--- src/logic/slew_pulse_gate_pkg.sv ---
// constants shared by the slew gate and its one-shot
// What this block does
// - in track the gate passes the 50 kHz clock inverted, nothing added or removed
// - deleting one counter pulse lengthens the master trigger interval by 20 us
// - adding one counter pulse shortens the master trigger interval by 20 us
// - the 50 kHz path opens only when the clock and one-shot complement agree
// - in track the 100 kHz path stays closed
// - counter output is the inverted OR of both gated paths
// - at full slew speed the one-shot fires once per master trigger
// - on firing, primary output goes active and complement goes idle-low
// - slew left blocks exactly one 50 kHz pulse at widths up to 30 us, 100 kHz path closed
// - closing the direction selector lets the one-shot pulse open the 100 kHz path
// - slew right blocks one 50 kHz pulse and passes two 100 kHz pulses at widths up to 25 us
// - the one-shot fires only on the falling edge of its trigger input
// - the one-shot drives two complementary outputs of equal duration
// - one-shot duration is settable from 20 to 50 us
// - one pulse per trigger edge, then idle until the next trigger
package slew_pulse_gate_pkg;

   // *****************************************************************
   // clock and timing
   // *****************************************************************
   localparam int CLK_HZ = 20000000;
   localparam int PHASE_HZ = 100000;
   // 20 MHz / 100 kHz half-period = 100 cycles per 100 kHz half-cycle
   localparam int HALF_100K_CYC = CLK_HZ / (2 * PHASE_HZ);
   localparam int WIDTH_MIN_US = 20;
   localparam int WIDTH_MAX_US = 50;
   localparam int WIDTH_CYC_PER_US = CLK_HZ / 1000000;
   localparam int WIDTH_MIN_CYC = WIDTH_MIN_US * WIDTH_CYC_PER_US;
   localparam int WIDTH_MAX_CYC = WIDTH_MAX_US * WIDTH_CYC_PER_US;
   localparam int SHIFT_US = 20;

   // *****************************************************************
   // register map
   // *****************************************************************
   localparam logic [7:0] CTRL_OFS = 8'h00;
   localparam logic [7:0] WIDTH_OFS = 8'h04;
   localparam logic [7:0] STATUS_OFS = 8'h08;
   localparam int CTRL_SEARCH_BIT = 0;
   localparam int CTRL_DIR_BIT = 1;
   localparam logic [1:0] CTRL_RESET = 2'h0;
   localparam logic [11:0] WIDTH_RESET = 12'h190;
   localparam logic [1:0] RESP_OKAY = 2'h0;
   localparam logic [1:0] RESP_SLVERR = 2'h2;

   typedef enum logic [1:0] {
      OS_IDLE = 2'b01,
      OS_FIRE = 2'b10
   } os_state_e;

endpackage : slew_pulse_gate_pkg

--- src/logic/slew_pulse_gate.sv ---
// slew gate with its one-shot and an axi4-lite control slave
`timescale 1ns/100ps
module slew_pulse_gate (
   // clock and reset
   input wire logic aclk,
   input wire logic aresetn,
   // axi4-lite write address
   input wire logic [7:0] s_axi_awaddr,
   input wire logic s_axi_awvalid,
   output logic s_axi_awready,
   // axi4-lite write data
   input wire logic [31:0] s_axi_wdata,
   input wire logic [3:0] s_axi_wstrb,
   input wire logic s_axi_wvalid,
   output logic s_axi_wready,
   // axi4-lite write response
   output logic [1:0] s_axi_bresp,
   output logic s_axi_bvalid,
   input wire logic s_axi_bready,
   // axi4-lite read address
   input wire logic [7:0] s_axi_araddr,
   input wire logic s_axi_arvalid,
   output logic s_axi_arready,
   // axi4-lite read data
   output logic [31:0] s_axi_rdata,
   output logic [1:0] s_axi_rresp,
   output logic s_axi_rvalid,
   input wire logic s_axi_rready,
   // timing pins from outside the clock domain
   input wire logic master_trigger_pulse,
   input wire logic slew_direction_selector,
   // gate outputs
   output logic counter_out,
   output logic os_primary,
   output logic os_complement,
   output logic clk_50k,
   output logic clk_100k
);

   // *****************************************************************
   // pin synchronisers
   // *****************************************************************
   logic [2:0] mt_sync_r, mt_sync_nxt;
   logic [2:0] dir_sync_r, dir_sync_nxt;
   logic mt_level_r, mt_level_nxt;
   logic dir_level_r, dir_level_nxt;

   // level changes only once the second and third stages agree
   always_comb begin
      mt_sync_nxt = {mt_sync_r[1:0], master_trigger_pulse};
      dir_sync_nxt = {dir_sync_r[1:0], slew_direction_selector};
      mt_level_nxt = mt_level_r;
      dir_level_nxt = dir_level_r;
      if (mt_sync_r[1] == mt_sync_r[2]) begin
         mt_level_nxt = mt_sync_r[2];
      end
      if (dir_sync_r[1] == dir_sync_r[2]) begin
         dir_level_nxt = dir_sync_r[2];
      end
   end

   always_ff @(posedge aclk) begin
      if (!aresetn) begin
         mt_sync_r <= 3'h0;
         dir_sync_r <= 3'h0;
         mt_level_r <= 1'b0;
         dir_level_r <= 1'b0;
      end else begin
         mt_sync_r <= mt_sync_nxt;
         dir_sync_r <= dir_sync_nxt;
         mt_level_r <= mt_level_nxt;
         dir_level_r <= dir_level_nxt;
      end
   end

   // *****************************************************************
   // control registers and axi4-lite slave
   // *****************************************************************
   logic [1:0] ctrl_r, ctrl_nxt;
   logic [11:0] width_r, width_nxt;
   logic aw_held_r, aw_held_nxt;
   logic w_held_r, w_held_nxt;
   logic [7:0] aw_addr_r, aw_addr_nxt;
   logic [31:0] w_data_r, w_data_nxt;
   logic [3:0] w_strb_r, w_strb_nxt;
   logic bvalid_r, bvalid_nxt;
   logic [1:0] bresp_r, bresp_nxt;
   logic rvalid_r, rvalid_nxt;
   logic [1:0] rresp_r, rresp_nxt;
   logic [31:0] rdata_r, rdata_nxt;
   logic awready_r, awready_nxt;
   logic wready_r, wready_nxt;
   logic arready_r, arready_nxt;
   logic [15:0] shift_count_r, shift_count_nxt;
   logic [11:0] width_req;
   // one-shot state and gate output are read back through the status word
   slew_pulse_gate_pkg::os_state_e os_state_r, os_state_nxt;
   logic counter_r, counter_nxt;

   // awready/wready registered: each high while its own channel holds nothing and no response waits
   always_comb begin
      ctrl_nxt = ctrl_r;
      width_nxt = width_r;
      aw_held_nxt = aw_held_r;
      w_held_nxt = w_held_r;
      aw_addr_nxt = aw_addr_r;
      w_data_nxt = w_data_r;
      w_strb_nxt = w_strb_r;
      bvalid_nxt = bvalid_r;
      bresp_nxt = bresp_r;
      rvalid_nxt = rvalid_r;
      rresp_nxt = rresp_r;
      rdata_nxt = rdata_r;
      width_req = width_r;
      if (s_axi_awvalid && awready_r) begin
         aw_held_nxt = 1'b1;
         aw_addr_nxt = s_axi_awaddr;
      end
      if (s_axi_wvalid && wready_r) begin
         w_held_nxt = 1'b1;
         w_data_nxt = s_axi_wdata;
         w_strb_nxt = s_axi_wstrb;
      end
      if (aw_held_r && w_held_r && !bvalid_r) begin
         aw_held_nxt = 1'b0;
         w_held_nxt = 1'b0;
         bvalid_nxt = 1'b1;
         bresp_nxt = slew_pulse_gate_pkg::RESP_OKAY;
         unique case (aw_addr_r)
            slew_pulse_gate_pkg::CTRL_OFS: begin
               if (w_strb_r[0]) begin
                  ctrl_nxt = w_data_r[1:0];
               end
            end
            slew_pulse_gate_pkg::WIDTH_OFS: begin
               width_req = width_r;
               if (w_strb_r[0]) begin
                  width_req[7:0] = w_data_r[7:0];
               end
               if (w_strb_r[1]) begin
                  width_req[11:8] = w_data_r[11:8];
               end
               // clamp to the settable range
               if (width_req < 12'(slew_pulse_gate_pkg::WIDTH_MIN_CYC)) begin
                  width_nxt = 12'(slew_pulse_gate_pkg::WIDTH_MIN_CYC);
               end else if (width_req > 12'(slew_pulse_gate_pkg::WIDTH_MAX_CYC)) begin
                  width_nxt = 12'(slew_pulse_gate_pkg::WIDTH_MAX_CYC);
               end else begin
                  width_nxt = width_req;
               end
            end
            slew_pulse_gate_pkg::STATUS_OFS: begin
               bresp_nxt = slew_pulse_gate_pkg::RESP_SLVERR; // read only
            end
            default: begin
               bresp_nxt = slew_pulse_gate_pkg::RESP_SLVERR;
            end
         endcase
      end
      if (bvalid_r && s_axi_bready) begin
         bvalid_nxt = 1'b0;
      end
      if (s_axi_arvalid && arready_r) begin
         rvalid_nxt = 1'b1;
         rresp_nxt = slew_pulse_gate_pkg::RESP_OKAY;
         unique case (s_axi_araddr)
            slew_pulse_gate_pkg::CTRL_OFS: rdata_nxt = {30'h0, ctrl_r};
            slew_pulse_gate_pkg::WIDTH_OFS: rdata_nxt = {20'h0, width_r};
            slew_pulse_gate_pkg::STATUS_OFS: begin
               rdata_nxt = {shift_count_r, 12'h0, os_state_r == slew_pulse_gate_pkg::OS_FIRE,
                            dir_level_r, mt_level_r, counter_r};
            end
            default: begin
               rdata_nxt = 32'h0;
               rresp_nxt = slew_pulse_gate_pkg::RESP_SLVERR;
            end
         endcase
      end else if (rvalid_r && s_axi_rready) begin
         rvalid_nxt = 1'b0;
      end
      awready_nxt = !aw_held_nxt && !bvalid_nxt;
      wready_nxt = !w_held_nxt && !bvalid_nxt;
      arready_nxt = !rvalid_nxt;
   end

   always_ff @(posedge aclk) begin
      if (!aresetn) begin
         ctrl_r <= slew_pulse_gate_pkg::CTRL_RESET;
         width_r <= slew_pulse_gate_pkg::WIDTH_RESET;
         aw_held_r <= 1'b0;
         w_held_r <= 1'b0;
         aw_addr_r <= 8'h00;
         w_data_r <= 32'h0;
         w_strb_r <= 4'h0;
         bvalid_r <= 1'b0;
         bresp_r <= 2'h0;
         rvalid_r <= 1'b0;
         rresp_r <= 2'h0;
         rdata_r <= 32'h0;
         awready_r <= 1'b0;
         wready_r <= 1'b0;
         arready_r <= 1'b0;
      end else begin
         ctrl_r <= ctrl_nxt;
         width_r <= width_nxt;
         aw_held_r <= aw_held_nxt;
         w_held_r <= w_held_nxt;
         aw_addr_r <= aw_addr_nxt;
         w_data_r <= w_data_nxt;
         w_strb_r <= w_strb_nxt;
         bvalid_r <= bvalid_nxt;
         bresp_r <= bresp_nxt;
         rvalid_r <= rvalid_nxt;
         rresp_r <= rresp_nxt;
         rdata_r <= rdata_nxt;
         awready_r <= awready_nxt;
         wready_r <= wready_nxt;
         arready_r <= arready_nxt;
      end
   end

   // *****************************************************************
   // phase generator, one-shot and gate
   // *****************************************************************
   localparam int PH_W = 7;
   logic [PH_W-1:0] ph_cnt_r, ph_cnt_nxt;
   logic c100_r, c100_nxt;
   logic c50_r, c50_nxt;
   logic armed_r, armed_nxt;
   logic [11:0] os_cnt_r, os_cnt_nxt;
   logic mt_prev_r, mt_prev_nxt;
   logic primary_r, primary_nxt;
   logic comp_r, comp_nxt;
   logic fire_now;
   logic gate50;
   logic gate100;
   logic search;
   logic dir_right;

   // a window aligned to the 50k period covers one 50k and two 100k pulses when at most 500 cycles long
   always_comb begin
      search = ctrl_r[slew_pulse_gate_pkg::CTRL_SEARCH_BIT];
      dir_right = dir_level_r | ctrl_r[slew_pulse_gate_pkg::CTRL_DIR_BIT];
      ph_cnt_nxt = ph_cnt_r + PH_W'(1);
      c100_nxt = c100_r;
      c50_nxt = c50_r;
      fire_now = 1'b0;
      if (ph_cnt_r == PH_W'(slew_pulse_gate_pkg::HALF_100K_CYC - 1)) begin
         ph_cnt_nxt = '0;
         c100_nxt = !c100_r;
         if (c100_r) begin
            c50_nxt = !c50_r;
            // start the window on a 50k period boundary
            fire_now = armed_r && c50_r;
         end
      end
      mt_prev_nxt = mt_level_r;
      armed_nxt = armed_r;
      os_state_nxt = os_state_r;
      os_cnt_nxt = os_cnt_r;
      // only the falling edge of the trigger arms the one-shot
      if (mt_prev_r && !mt_level_r && search && os_state_r == slew_pulse_gate_pkg::OS_IDLE) begin
         armed_nxt = 1'b1;
      end
      unique case (os_state_r)
         slew_pulse_gate_pkg::OS_IDLE: begin
            if (fire_now) begin
               armed_nxt = 1'b0;
               os_state_nxt = slew_pulse_gate_pkg::OS_FIRE;
               os_cnt_nxt = width_r;
            end
         end
         slew_pulse_gate_pkg::OS_FIRE: begin
            // single pulse then back to rest
            os_cnt_nxt = os_cnt_r - 12'h001;
            if (os_cnt_r == 12'h001) begin
               os_state_nxt = slew_pulse_gate_pkg::OS_IDLE;
            end
         end
      endcase
      // outputs are exact complements of one state
      primary_nxt = (os_state_nxt == slew_pulse_gate_pkg::OS_FIRE);
      comp_nxt = !primary_nxt;
      // 50k passes only while complement is high
      gate50 = c50_nxt & comp_nxt;
      // 100k path shut unless right slew with pulse active
      gate100 = c100_nxt & primary_nxt & dir_right;
      // inverted or of both paths; in track only the inverted 50k
      counter_nxt = !(gate50 | gate100);
   end

   // shift tally: one added as each one-shot window ends, left or right alike
   always_comb begin
      shift_count_nxt = shift_count_r;
      if (os_state_r == slew_pulse_gate_pkg::OS_FIRE && os_state_nxt == slew_pulse_gate_pkg::OS_IDLE) begin
         shift_count_nxt = shift_count_r + 16'h0001;
      end
   end

   always_ff @(posedge aclk) begin
      if (!aresetn) begin
         ph_cnt_r <= '0;
         c100_r <= 1'b0;
         c50_r <= 1'b0;
         os_state_r <= slew_pulse_gate_pkg::OS_IDLE;
         armed_r <= 1'b0;
         os_cnt_r <= 12'h000;
         mt_prev_r <= 1'b0;
         counter_r <= 1'b1;
         primary_r <= 1'b0;
         comp_r <= 1'b1;
         shift_count_r <= 16'h0000;
      end else begin
         ph_cnt_r <= ph_cnt_nxt;
         c100_r <= c100_nxt;
         c50_r <= c50_nxt;
         os_state_r <= os_state_nxt;
         armed_r <= armed_nxt;
         os_cnt_r <= os_cnt_nxt;
         mt_prev_r <= mt_prev_nxt;
         counter_r <= counter_nxt;
         primary_r <= primary_nxt;
         comp_r <= comp_nxt;
         shift_count_r <= shift_count_nxt;
      end
   end

   // output drive, all from flip-flops
   assign s_axi_awready = awready_r;
   assign s_axi_wready = wready_r;
   assign s_axi_bvalid = bvalid_r;
   assign s_axi_bresp = bresp_r;
   assign s_axi_arready = arready_r;
   assign s_axi_rvalid = rvalid_r;
   assign s_axi_rresp = rresp_r;
   assign s_axi_rdata = rdata_r;
   assign counter_out = counter_r;
   assign os_primary = primary_r;
   assign os_complement = comp_r;
   assign clk_50k = c50_r;
   assign clk_100k = c100_r;

endmodule : slew_pulse_gate

--- config.mk ---
export PLATFORM = sky130hd
export DESIGN_NAME = slew_pulse_gate
export DESIGN_NICKNAME = d
export VERILOG_FILES = /design/src/logic/slew_pulse_gate_pkg.sv /design/src/logic/slew_pulse_gate.sv
export SDC_FILE = /design/constraint.sdc
export NUM_CORES = 1
export LEC_CHECK = 0
export BUFFER_PORTS_ARGS = -buffer_cell sky130_fd_sc_hd__buf_2
export CAP_MARGIN = 20
export CELL_PAD_IN_SITES_DETAIL_PLACEMENT = 1
export CELL_PAD_IN_SITES_GLOBAL_PLACEMENT = 1
export CORE_MARGIN = 2
export CORE_UTILIZATION = 40
export CTS_CLUSTER_SIZE = 14
export DETAILED_ROUTE_END_ITERATION = 10
export HOLD_SLACK_MARGIN = 0.1
export PLACE_DENSITY_LB_ADDON = 0.1
export RECOVER_POWER = 50
export SYNTH_ARGS = -nofsm -noshare
export SYNTH_HDL_FRONTEND = slang
export SYNTH_SLANG_ARGS = --single-unit
--- constraint.sdc ---
create_clock -name aclk -period 5.1 [get_ports aclk]
set_input_delay 0.765 -clock aclk [delete_from_list [all_inputs] [get_ports aclk]]
set_output_delay 0.765 -clock aclk [all_outputs]
set_load 0.03 [all_outputs]
==> flow_summary.json, run 1 <==
{
  "synth.area.top_cells": "dfxtp_1 46%, nand2_1 5.1%, nor2b_1 4.6%",
  "portBuffers": 78,
  "synthArstFlopShare_pct": 0,
  "worstHoldPathType": "reg -> reg",
  "antenna_cells": 0,
  "avgViaCountPerCell": 5.36,
  "cap_violations": 1,
  "setup.worst_path.start": "aresetn",
  "synth_cells": 613,
  "gp_congestion": 0.812,
  "track_usage_pct": 20.7,
  "rrSetupSlack_ns": 2.66,
  "cts_made_buffers": 17,
  "dp_hpwl_um": 9930,
  "clk_pin_slew_ns": 0.06,
  "rr_worst_depth": 7,
  "tns_ns": 0,
  "start_util_pct": 40.9,
  "first_pass_iters": 4,
  "cts_resized": 0,
  "yosysWarnings": 0,
  "setup_violations": 0,
  "cts_tree": "done",
  "htreeDepth": 4,
  "grt_start_max_net_pins": 74,
  "slew_viol_final": 45,
  "worst_path_largest_cell_delay_ns": 1.15,
  "fmax_mhz": 348,
  "worstSkewPairLatency_ns": 0.42,
  "crit_path_start_kind": "input pin",
  "final_common_cell": "dfxtp_1",
  "tightest_slew_ns": 1.64,
  "grt_pass1_wl_um": 23700,
  "fill_cells": 1629,
  "critPathRequiredTime_ns": 5.40,
  "finClkSkew_ns": 0.00870,
  "root_buffer": "clkbuf_16",
  "totalWireLength_um": 14100,
  "final_nets": 746,
  "wire_per_inst_um": 16.3,
  "path_buf_inv": 1,
  "area_growth_pct": 19.2,
  "vdd_drop_max_mv": 0.227,
  "syn_avg_cell_area_um2": 8.83,
  "die_h_um": 120,
  "period_minus_slack_ns": 2.87,
  "r2r-end": "shift_count_r[10]",
  "ant_nets": 0,
  "cts_sinks": 125,
  "first_iter_violations": 270,
  "synth_top_area_cell": "dfxtp_1",
  "finalHoldViolCount": 0,
  "end_kind": "flip-flop",
  "p_per_area_nw_per_um2": 368,
  "core_area_um2": 13200,
  "synth_area_um2": 5420,
  "power_mw": 2.37,
  "clockBufferDepth": 2,
  "critPathSlowestCell": "clkbuf_1",
  "leakage_nw": 2.45,
  "io_pins": 107,
  "min_from": "dir_sync_r[0]",
  "cts_setup_buffers": 0,
  "route.vias.total": 4665,
  "outcome": "finished with violations",
  "r2r_start": "os_cnt_r[0]",
  "rsz0062_at_grt": "false",
  "path_max_fanout": 44,
  "yosysUniqueCellTypes": 62,
  "crit_family": "buffers and inverters",
  "route.detailed.drc": 0,
  "layout_common_cells": "125 x dfxtp_1, 73 x nand2_1, 41 x clkbuf_1",
  "maxSlewHeadroom_pct": -9.26,
  "path_cells": "clkbuf_1 > nand2_1 > nor3_1 > nand3_1 > or3b_2 > a21oi_1 > nor2_1",
  "synth-seq-cells": 125,
  "design_area_um2": 6450,
  "drive_above_1_share_pct": 12.2,
  "die_w_um": 120,
  "place_area_um2": 5870,
  "period_share_pct": 56.3,
  "ys_seq_area_share_pct": 46.2,
  "antenna_found_initial": 0,
  "path_class": "in -> reg",
  "ys.flop_type": "dfxtp_1",
  "violations": "capacitance limit, slew limit",
  "min_to": "dir_sync_r[1]",
  "hold_depth": 1,
  "grt_pass1_vias": 4802,
  "die_area_um2": 14500,
  "cts_hold_buf": 0,
  "synth-edff-count": 0,
  "overflow": 0,
  "rows": 42,
  "cp_data_arrival_time_ns": 3.18,
  "synth_top_area_share_pct": 46.2
}
## cell families (layout without fill, tap and decap cells)
group / Yosys count / after routing / share of synthesized area (%)
AOI/OAI and AO/OA: 141 / 141 / 18.0
xor gates and xnor gates: 18 / 18 / 2.91
adders and majority gates: 4 / 4 / 0.924
buffers and inverters: 53 / 129 / 4.53
DFF: 125 / 125 / 46.2
muxes: 8 / 8 / 1.48
other: 1 / 6 / 0.0692
and+or+nand+nor: 263 / 263 / 25.8
## power breakdown
part	leakage (nW)	total, mW	switching [mW]	internal (mW)
combinational	1.14	0.106	0.0665	0.0398
clock	0.298	1.25	0.437	0.818
sequential	1.01	1.01	0.0171	0.994
total	2.45	2.37	0.520	1.85
## routing by layer
metal / wire length (µm) / vias up / track usage, % / share of wire [%]
met2: 6930 / 85 / 34.9 / 49
met3: 446 / 14 / 5.00 / 3.2
met5: 0 / - / 0 / 0
met4: 168 / 0 / 7.27 / 1.2
li1: - / 2267 / - / -
met1: 6600 / 2299 / 25.8 / 47
## worst max-delay path by stage
stage / end / slack [ns] / cells past startpoint
after floorplan: s_axi_rdata[22] / 2.88 / 7
after global placement: s_axi_rdata[28] / 2.31 / 6
after detailed placement: s_axi_rdata[16] / 2.27 / 6
after CTS: shift_count_r[10] / 2.67 / 7
after global routing: width_r[8] / 1.85 / 7
final: width_r[8] / 2.23 / 7
## state kept, by name (all words and copies together) (netlist names), 2 cells and up
register	flops
width_r	12
w_strb_r	2
dir_sync_r	3
ctrl_r	2
ph_cnt_r	7
os_cnt_r	12
mt_sync_r	3
s_axi_rdata	28
w_data_r	12
aw_addr_r	8
shift_count_r	16
os_state_r	2
## per-stage QoR
stage	hold slack [ns]	utilization [%]	instances	setup WS (ns)
global placement	0.419	44.4	837	2.31
floorplan	0.412	-	618	2.88
finish	0.435	48.7	870	2.23
global route	0.451	48.7	870	1.85
detailed placement	0.424	44.4	837	2.27
CTS	0.437	49.0	869	2.67
## Yosys cell counts, types with 7 or more instances
| cell | n |
|---|---|
| dfxtp_1 | 125 |
| nand2_1 | 73 |
| nor2b_1 | 40 |
| nor2_1 | 35 |
| a22oi_1 | 29 |
| a21boi_0 | 28 |
| and2_1 | 25 |
| clkbuf_1 | 24 |
| o21ai_0 | 24 |
| nand3_1 | 23 |
| a21oi_1 | 20 |
| inv_1 | 16 |
| nor3_1 | 14 |
| and3_1 | 10 |
| nand2b_1 | 10 |
| xnor2_1 | 10 |
| mux2i_1 | 8 |
| xor2_1 | 8 |
| buf_4 | 7 |
## worst reg2reg max path, cell delays in order (launching register included)
cell and delay [ns]:
dfxtp_1 0.45, ha_1 0.19, nor4b_1 0.33, nand4_2 0.39, nor3_2 0.50, nand3_1 0.18, xnor2_1 0.15, and2_1 0.15
## final cells by class
cell class                      instances  area, µm²  share of cell area (%)
Clock buffer                           22        484                    7.50
Tap cell                              176        220                    3.41
Inverter                               16       60.1                   0.931
Timing Repair Buffer                   81        363                    5.62
Multi-Input combinational cell        440       2690                    41.6
Clock inverter                         10        136                    2.11
Sequential cell                       125       2500                    38.8
No activity file was read; power rests on OpenSTA's default activity.
==> run 2: changes to the inputs <==
--- a/config.mk
+++ b/config.mk
@@ -10,7 +10,7 @@
 export CELL_PAD_IN_SITES_DETAIL_PLACEMENT = 1
 export CELL_PAD_IN_SITES_GLOBAL_PLACEMENT = 1
 export CORE_MARGIN = 2
-export CORE_UTILIZATION = 40
+export CORE_UTILIZATION = 37
 export CTS_CLUSTER_SIZE = 14
 export DETAILED_ROUTE_END_ITERATION = 10
 export HOLD_SLACK_MARGIN = 0.1
==> constraint.sdc (replaced) <==
create_clock -name aclk -period 2.5 [get_ports aclk]
set_input_delay 0.375 -clock aclk [delete_from_list [all_inputs] [get_ports aclk]]
set_output_delay 0.375 -clock aclk [all_outputs]
set_load 0.03 [all_outputs]
==> flow_summary.json, run 2 (synthesis results as in run 1) <==
{
  "path_buf_inv": 1,
  "route.vias.total": 4633,
  "worstHoldPathType": "in -> reg",
  "r2r_start": "w_strb_r[0]",
  "min_to": "dir_sync_r[0]",
  "period_share_pct": 86.7,
  "first_pass_iters": 4,
  "totalWireLength_um": 14000,
  "outcome": "complete, no violations",
  "grt_pass1_wl_um": 23500,
  "route.detailed.drc": 0,
  "overflow": 0,
  "largest_reg_flops": 28,
  "post-place-ws_ns": 0.393,
  "die_w_um": 125,
  "layout_common_cells": "125 x dfxtp_1, 73 x nand2_1, 40 x nor2b_1, 40 x clkbuf_1, 38 x buf_2",
  "tns_ns": 0,
  "cts_resized": 0,
  "tightest_slew_ns": 1.26,
  "cts_setup_buffers": 0,
  "antenna_cells": 0,
  "critPathSlowestCell": "o31ai_2",
  "fmax_mhz": 461,
  "clk_pin_slew_ns": 0.06,
  "die_h_um": 125,
  "r2r-end": "width_r[0]",
  "final_nets": 754,
  "gp_congestion": 0.794,
  "grt_start_max_net_pins": 78,
  "cts_made_buffers": 17,
  "cap_violations": 0,
  "rsz0062_at_grt": "false",
  "setup_violations": 0,
  "maxSlewHeadroom_pct": 15.7,
  "critPathRequiredTime_ns": 2.86,
  "die_area_um2": 15600,
  "path_max_fanout": 11,
  "crit_path_start_kind": "flip-flop",
  "track_usage_pct": 18.5,
  "final_common_cell": "dfxtp_1",
  "hold_depth": 2,
  "period_minus_slack_ns": 2.17,
  "cts_tree": "done",
  "place_area_um2": 5950,
  "fin_util_pct": 45.0,
  "avgViaCountPerCell": 5.23,
  "path_cells": "buf_4 > nand2b_1 > o21ai_0 > a21oi_1 > nand4b_1 > o31ai_2 > a22o_1",
  "start_util_pct": 37.5,
  "antenna_found_initial": 0,
  "worst_path_largest_cell_delay_ns": 0.40,
  "drive_above_1_share_pct": 13.4,
  "fill_cells": 1734,
  "end_kind": "flip-flop",
  "path_class": "reg -> reg",
  "rows": 44,
  "grt_pass1_vias": 4810,
  "vdd_drop_max_mv": 0.494,
  "fin_hold_ws_ns": 0.173,
  "htreeDepth": 4,
  "min_from": "slew_direction_selector",
  "root_buffer": "clkbuf_16",
  "design_area_um2": 6490,
  "rr_worst_depth": 7,
  "dp_hpwl_um": 9990,
  "finalHoldViolCount": 0,
  "cts_hold_buf": 0,
  "crit_family": "compound AO/OA/AOI/OAI gates",
  "rrSetupSlack_ns": 0.33,
  "wire_per_inst_um": 15.9,
  "io_pins": 107,
  "first_iter_violations": 324,
  "p_per_area_nw_per_um2": 727,
  "slew_viol_final": 0,
  "area_growth_pct": 19.9,
  "leakage_nw": 2.46,
  "finClkSkew_ns": 0.00676,
  "worstSkewPairLatency_ns": 0.42,
  "ant_nets": 0,
  "portBuffers": 78,
  "core_area_um2": 14400,
  "cp_data_arrival_time_ns": 2.52,
  "fin_ws_ns": 0.331,
  "cts_sinks": 125,
  "clockBufferDepth": 2
}
run 2: cell types whose count changed in the layout (fill, tap and decap cells not counted):
cell and change:
bufinv_16 -1, clkbuf_1 -1, and2_1 -1, and2_0 +1, inv_6 +2, clkinvlp_4 +2
clkbuf_2 +1, clkbuf_8 -2, buf_4 +7
run 2: where the power goes:
group / leakage, nW / internal, mW / switching [mW]
combinational: 1.17 / 0.0820 / 0.137
clock: 0.278 / 1.52 / 0.918
sequential: 1.01 / 2.03 / 0.0336
run 2: final cells by class:
class | instances | area, µm² | area share [%]
multi-input combinational | 440 | 2690 | 41.4
sequential | 125 | 2500 | 38.6
clock buffer | 19 | 453 | 6.98
timing repair buffer | 89 | 420 | 6.48
tap | 184 | 230 | 3.55
clock inverter | 13 | 139 | 2.14
inverter | 16 | 60.1 | 0.925
run 2: worst max path at each step:
stage                      from                end  cells after the start
global placement    os_cnt_r[1]  shift_count_r[10]                      8
global route         width_r[8]         width_r[1]                      6
detailed placement   width_r[8]         width_r[0]                      6
floorplan           os_cnt_r[0]  shift_count_r[10]                      7
finish              w_strb_r[0]         width_r[0]                      7
CTS                  width_r[8]         width_r[0]                      6
run 2: through the flow:
stage          power [mW]  instances
6_report             4.72        886
5_1_grt              4.89        886
4_1_cts              4.78        886
3_5_place_dp         2.33        854
3_3_place_gp         2.32        854
2_1_floorplan        2.25        618
run 2: routing by layer:
metal	routed length (µm)	vias to the layer above	global-route usage, %
met5	0	-	0
met4	147	0	4.58
met3	576	14	5.61
met2	6760	86	30.6
met1	6560	2240	23.8
li1	-	2293	-
run 2: worst register-to-register path: stages, from the launching register on:
cell,delay (ns)
dfxtp_1,0.37
buf_4,0.20
nand2b_1,0.14
o21ai_0,0.29
a21oi_1,0.13
nand4b_1,0.38
o31ai_2,0.40
a22o_1,0.20
==> run 3: changes to the inputs <==
--- a/config.mk
+++ b/config.mk
@@ -5,17 +5,20 @@
 export SDC_FILE = /design/constraint.sdc
 export NUM_CORES = 1
 export LEC_CHECK = 0
+export ABC_AREA = 1
 export BUFFER_PORTS_ARGS = -buffer_cell sky130_fd_sc_hd__buf_2
 export CAP_MARGIN = 20
 export CELL_PAD_IN_SITES_DETAIL_PLACEMENT = 1
 export CELL_PAD_IN_SITES_GLOBAL_PLACEMENT = 1
 export CORE_MARGIN = 2
 export CORE_UTILIZATION = 37
+export CTS_BUF_LIST = sky130_fd_sc_hd__clkbuf_8
 export CTS_CLUSTER_SIZE = 14
 export DETAILED_ROUTE_END_ITERATION = 10
 export HOLD_SLACK_MARGIN = 0.1
 export PLACE_DENSITY_LB_ADDON = 0.1
 export RECOVER_POWER = 50
+export SKIP_LAST_GASP = 1
 export SYNTH_ARGS = -nofsm -noshare
 export SYNTH_HDL_FRONTEND = slang
 export SYNTH_SLANG_ARGS = --single-unit
==> flow_summary.json, run 3 <==
{
  "outcome": "complete, no violations",
  "path_max_fanout": 20,
  "gp_congestion": 0.820,
  "ys_seq_area_share_pct": 44.5,
  "rsz0062_at_grt": "false",
  "maxSlewHeadroom_pct": 20.0,
  "fmax_mhz": 525,
  "yosysUniqueCellTypes": 41,
  "cp_data_arrival_time_ns": 2.23,
  "first_pass_iters": 4,
  "crit_path_start_kind": "flip-flop",
  "ys.flop_type": "dfxtp_1",
  "antenna_found_initial": 0,
  "synth_cells": 800,
  "clockBufferDepth": 2,
  "overflow": 0,
  "grt_pass1_vias": 5324,
  "tns_ns": 0,
  "avgViaCountPerCell": 4.94,
  "worstSkewPairLatency_ns": 0.44,
  "p_per_area_nw_per_um2": 625,
  "synth-seq-cells": 125,
  "die_w_um": 127,
  "clk_pin_slew_ns": 0.07,
  "fin_hold_ws_ns": 0.184,
  "rows": 45,
  "grt_pass1_wl_um": 24900,
  "syn_avg_cell_area_um2": 7.03,
  "start_util_pct": 37.4,
  "drive_above_1_share_pct": 13.2,
  "worstHoldPathType": "in -> reg",
  "yosysWarnings": 0,
  "final_common_cell": "nand2_1",
  "synthTopCellsByCount": "197 x nand2_1, 125 x dfxtp_1, 85 x inv_1, 83 x a21oi_1, 77 x nor2_1",
  "area_growth_pct": 15.4,
  "cts_sinks": 125,
  "ant_nets": 0,
  "period_minus_slack_ns": 1.91,
  "grt_start_max_net_pins": 62,
  "synth_top_area_cell": "dfxtp_1",
  "antenna_cells": 0,
  "vdd_drop_max_mv": 0.270,
  "die_area_um2": 16200,
  "core_area_um2": 15000,
  "synthArstFlopShare_pct": 0,
  "totalWireLength_um": 14900,
  "root_buffer": "clkbuf_8",
  "setup_violations": 0,
  "fill_cells": 1957,
  "wire_per_inst_um": 13.8,
  "first_iter_violations": 183,
  "period_share_pct": 76.2,
  "layout_common_cells": "197 x nand2_1, 125 x dfxtp_1, 87 x inv_1",
  "critPathRequiredTime_ns": 2.83,
  "leakage_nw": 2.83,
  "portBuffers": 78,
  "end_kind": "flip-flop",
  "largest_reg_flops": 28,
  "cts_tree": "done",
  "io_pins": 107,
  "synth-edff-count": 0,
  "cap_violations": 0,
  "final_nets": 941,
  "route.vias.total": 5321,
  "slew_viol_final": 0,
  "yosysMostFrequentCell": "nand2_1",
  "die_h_um": 127,
  "cts_made_buffers": 17,
  "synth.area.top_cells": "dfxtp_1 45%, nand2_1 13%, a21oi_1 7.4%",
  "finClkSkew_ns": 0.00901,
  "tightest_slew_ns": 1.20,
  "htreeDepth": 4,
  "track_usage_pct": 19.1,
  "cts_setup_buffers": 0,
  "path_class": "reg -> reg",
  "route.detailed.drc": 0,
  "dp_hpwl_um": 10900,
  "synth_area_um2": 5620,
  "synth_top_area_share_pct": 44.5,
  "finalHoldViolCount": 0
}
[run 3: kinds of logic (layout without fill, tap and decap cells)]
family | after synthesis | count (layout) | share of synthesized area [%]
compound gates | 164 | 164 | 15.4
fa+ha+maj | 4 | 4 | 0.890
flops | 125 | 125 | 44.5
xor+xnor | 7 | 7 | 1.09
buf+inv | 131 | 215 | 9.61
other cells | 1 | 6 | 0.0667
simple gates | 368 | 368 | 28.4
[run 3: final cells by class]
class | instances | area [µm²] | share of cell area (%)
clock buffer | 20 | 275 | 4.24
clock inverter | 12 | 95.1 | 1.47
inverter | 96 | 363 | 5.59
multi-input combinational | 549 | 2600 | 40.1
sequential | 125 | 2500 | 38.6
tap | 188 | 235 | 3.63
timing repair buffer | 87 | 418 | 6.44
[run 3: per-stage QoR]
stage	worst slack, ns	instance area [µm²]	power, mW	utilization, %	std cells
global route	0.362	6490	4.24	43.2	1077
global placement	0.659	6140	2.43	40.9	1043
finish	0.595	6490	4.05	43.2	1077
detailed placement	0.590	6140	2.44	40.9	1043
floorplan	0.989	5640	2.34	-	805
CTS	0.578	6530	4.12	43.5	1077
[run 3: per-layer routing]
metal | up-vias | GRT usage (%) | routed length, µm
li1 | 2709 | - | -
met1 | 2503 | 23.4 | 6910
met2 | 86 | 32.4 | 7170
met3 | 23 | 4.48 | 532
met4 | 0 | 7.69 | 262
met5 | - | 0 | 0
[run 3: path summary, 6_finish.rpt]
path | slack (ns) | start | to | depth (start not counted)
hold reg to reg | 0.42 | dir_sync_r[0] | dir_sync_r[1] | 2
setup / recovery | 0.59 | ph_cnt_r[0] | os_cnt_r[1] | 8
setup reg to reg | 0.59 | ph_cnt_r[0] | os_cnt_r[1] | 8
hold / removal | 0.18 | s_axi_awaddr[1] | aw_addr_r[1] | 3
[run 3: critical path: stages (launching register included)]
cell and delay, ns:
dfxtp_1 0.38, ha_1 0.21, inv_1 0.08, nor3_4 0.26, nand4_2 0.18, nand2_2 0.38, inv_2 0.14, nor2_1 0.12
nor2_1 0.05
[run 3: what timing repair did]
action | 4_1_cts | 5_1_grt
hold buffers | 2 | 0
endpoints found under the hold margin | 2 | 0
resized for setup | 0 | 0
[run 3: where the power goes]
group          total (mW)  switching, mW  internal [mW]  leakage (nW)
clock                1.66          0.811          0.852         0.192
sequential           2.07         0.0315           2.04          1.02
combinational       0.316          0.220         0.0962          1.63
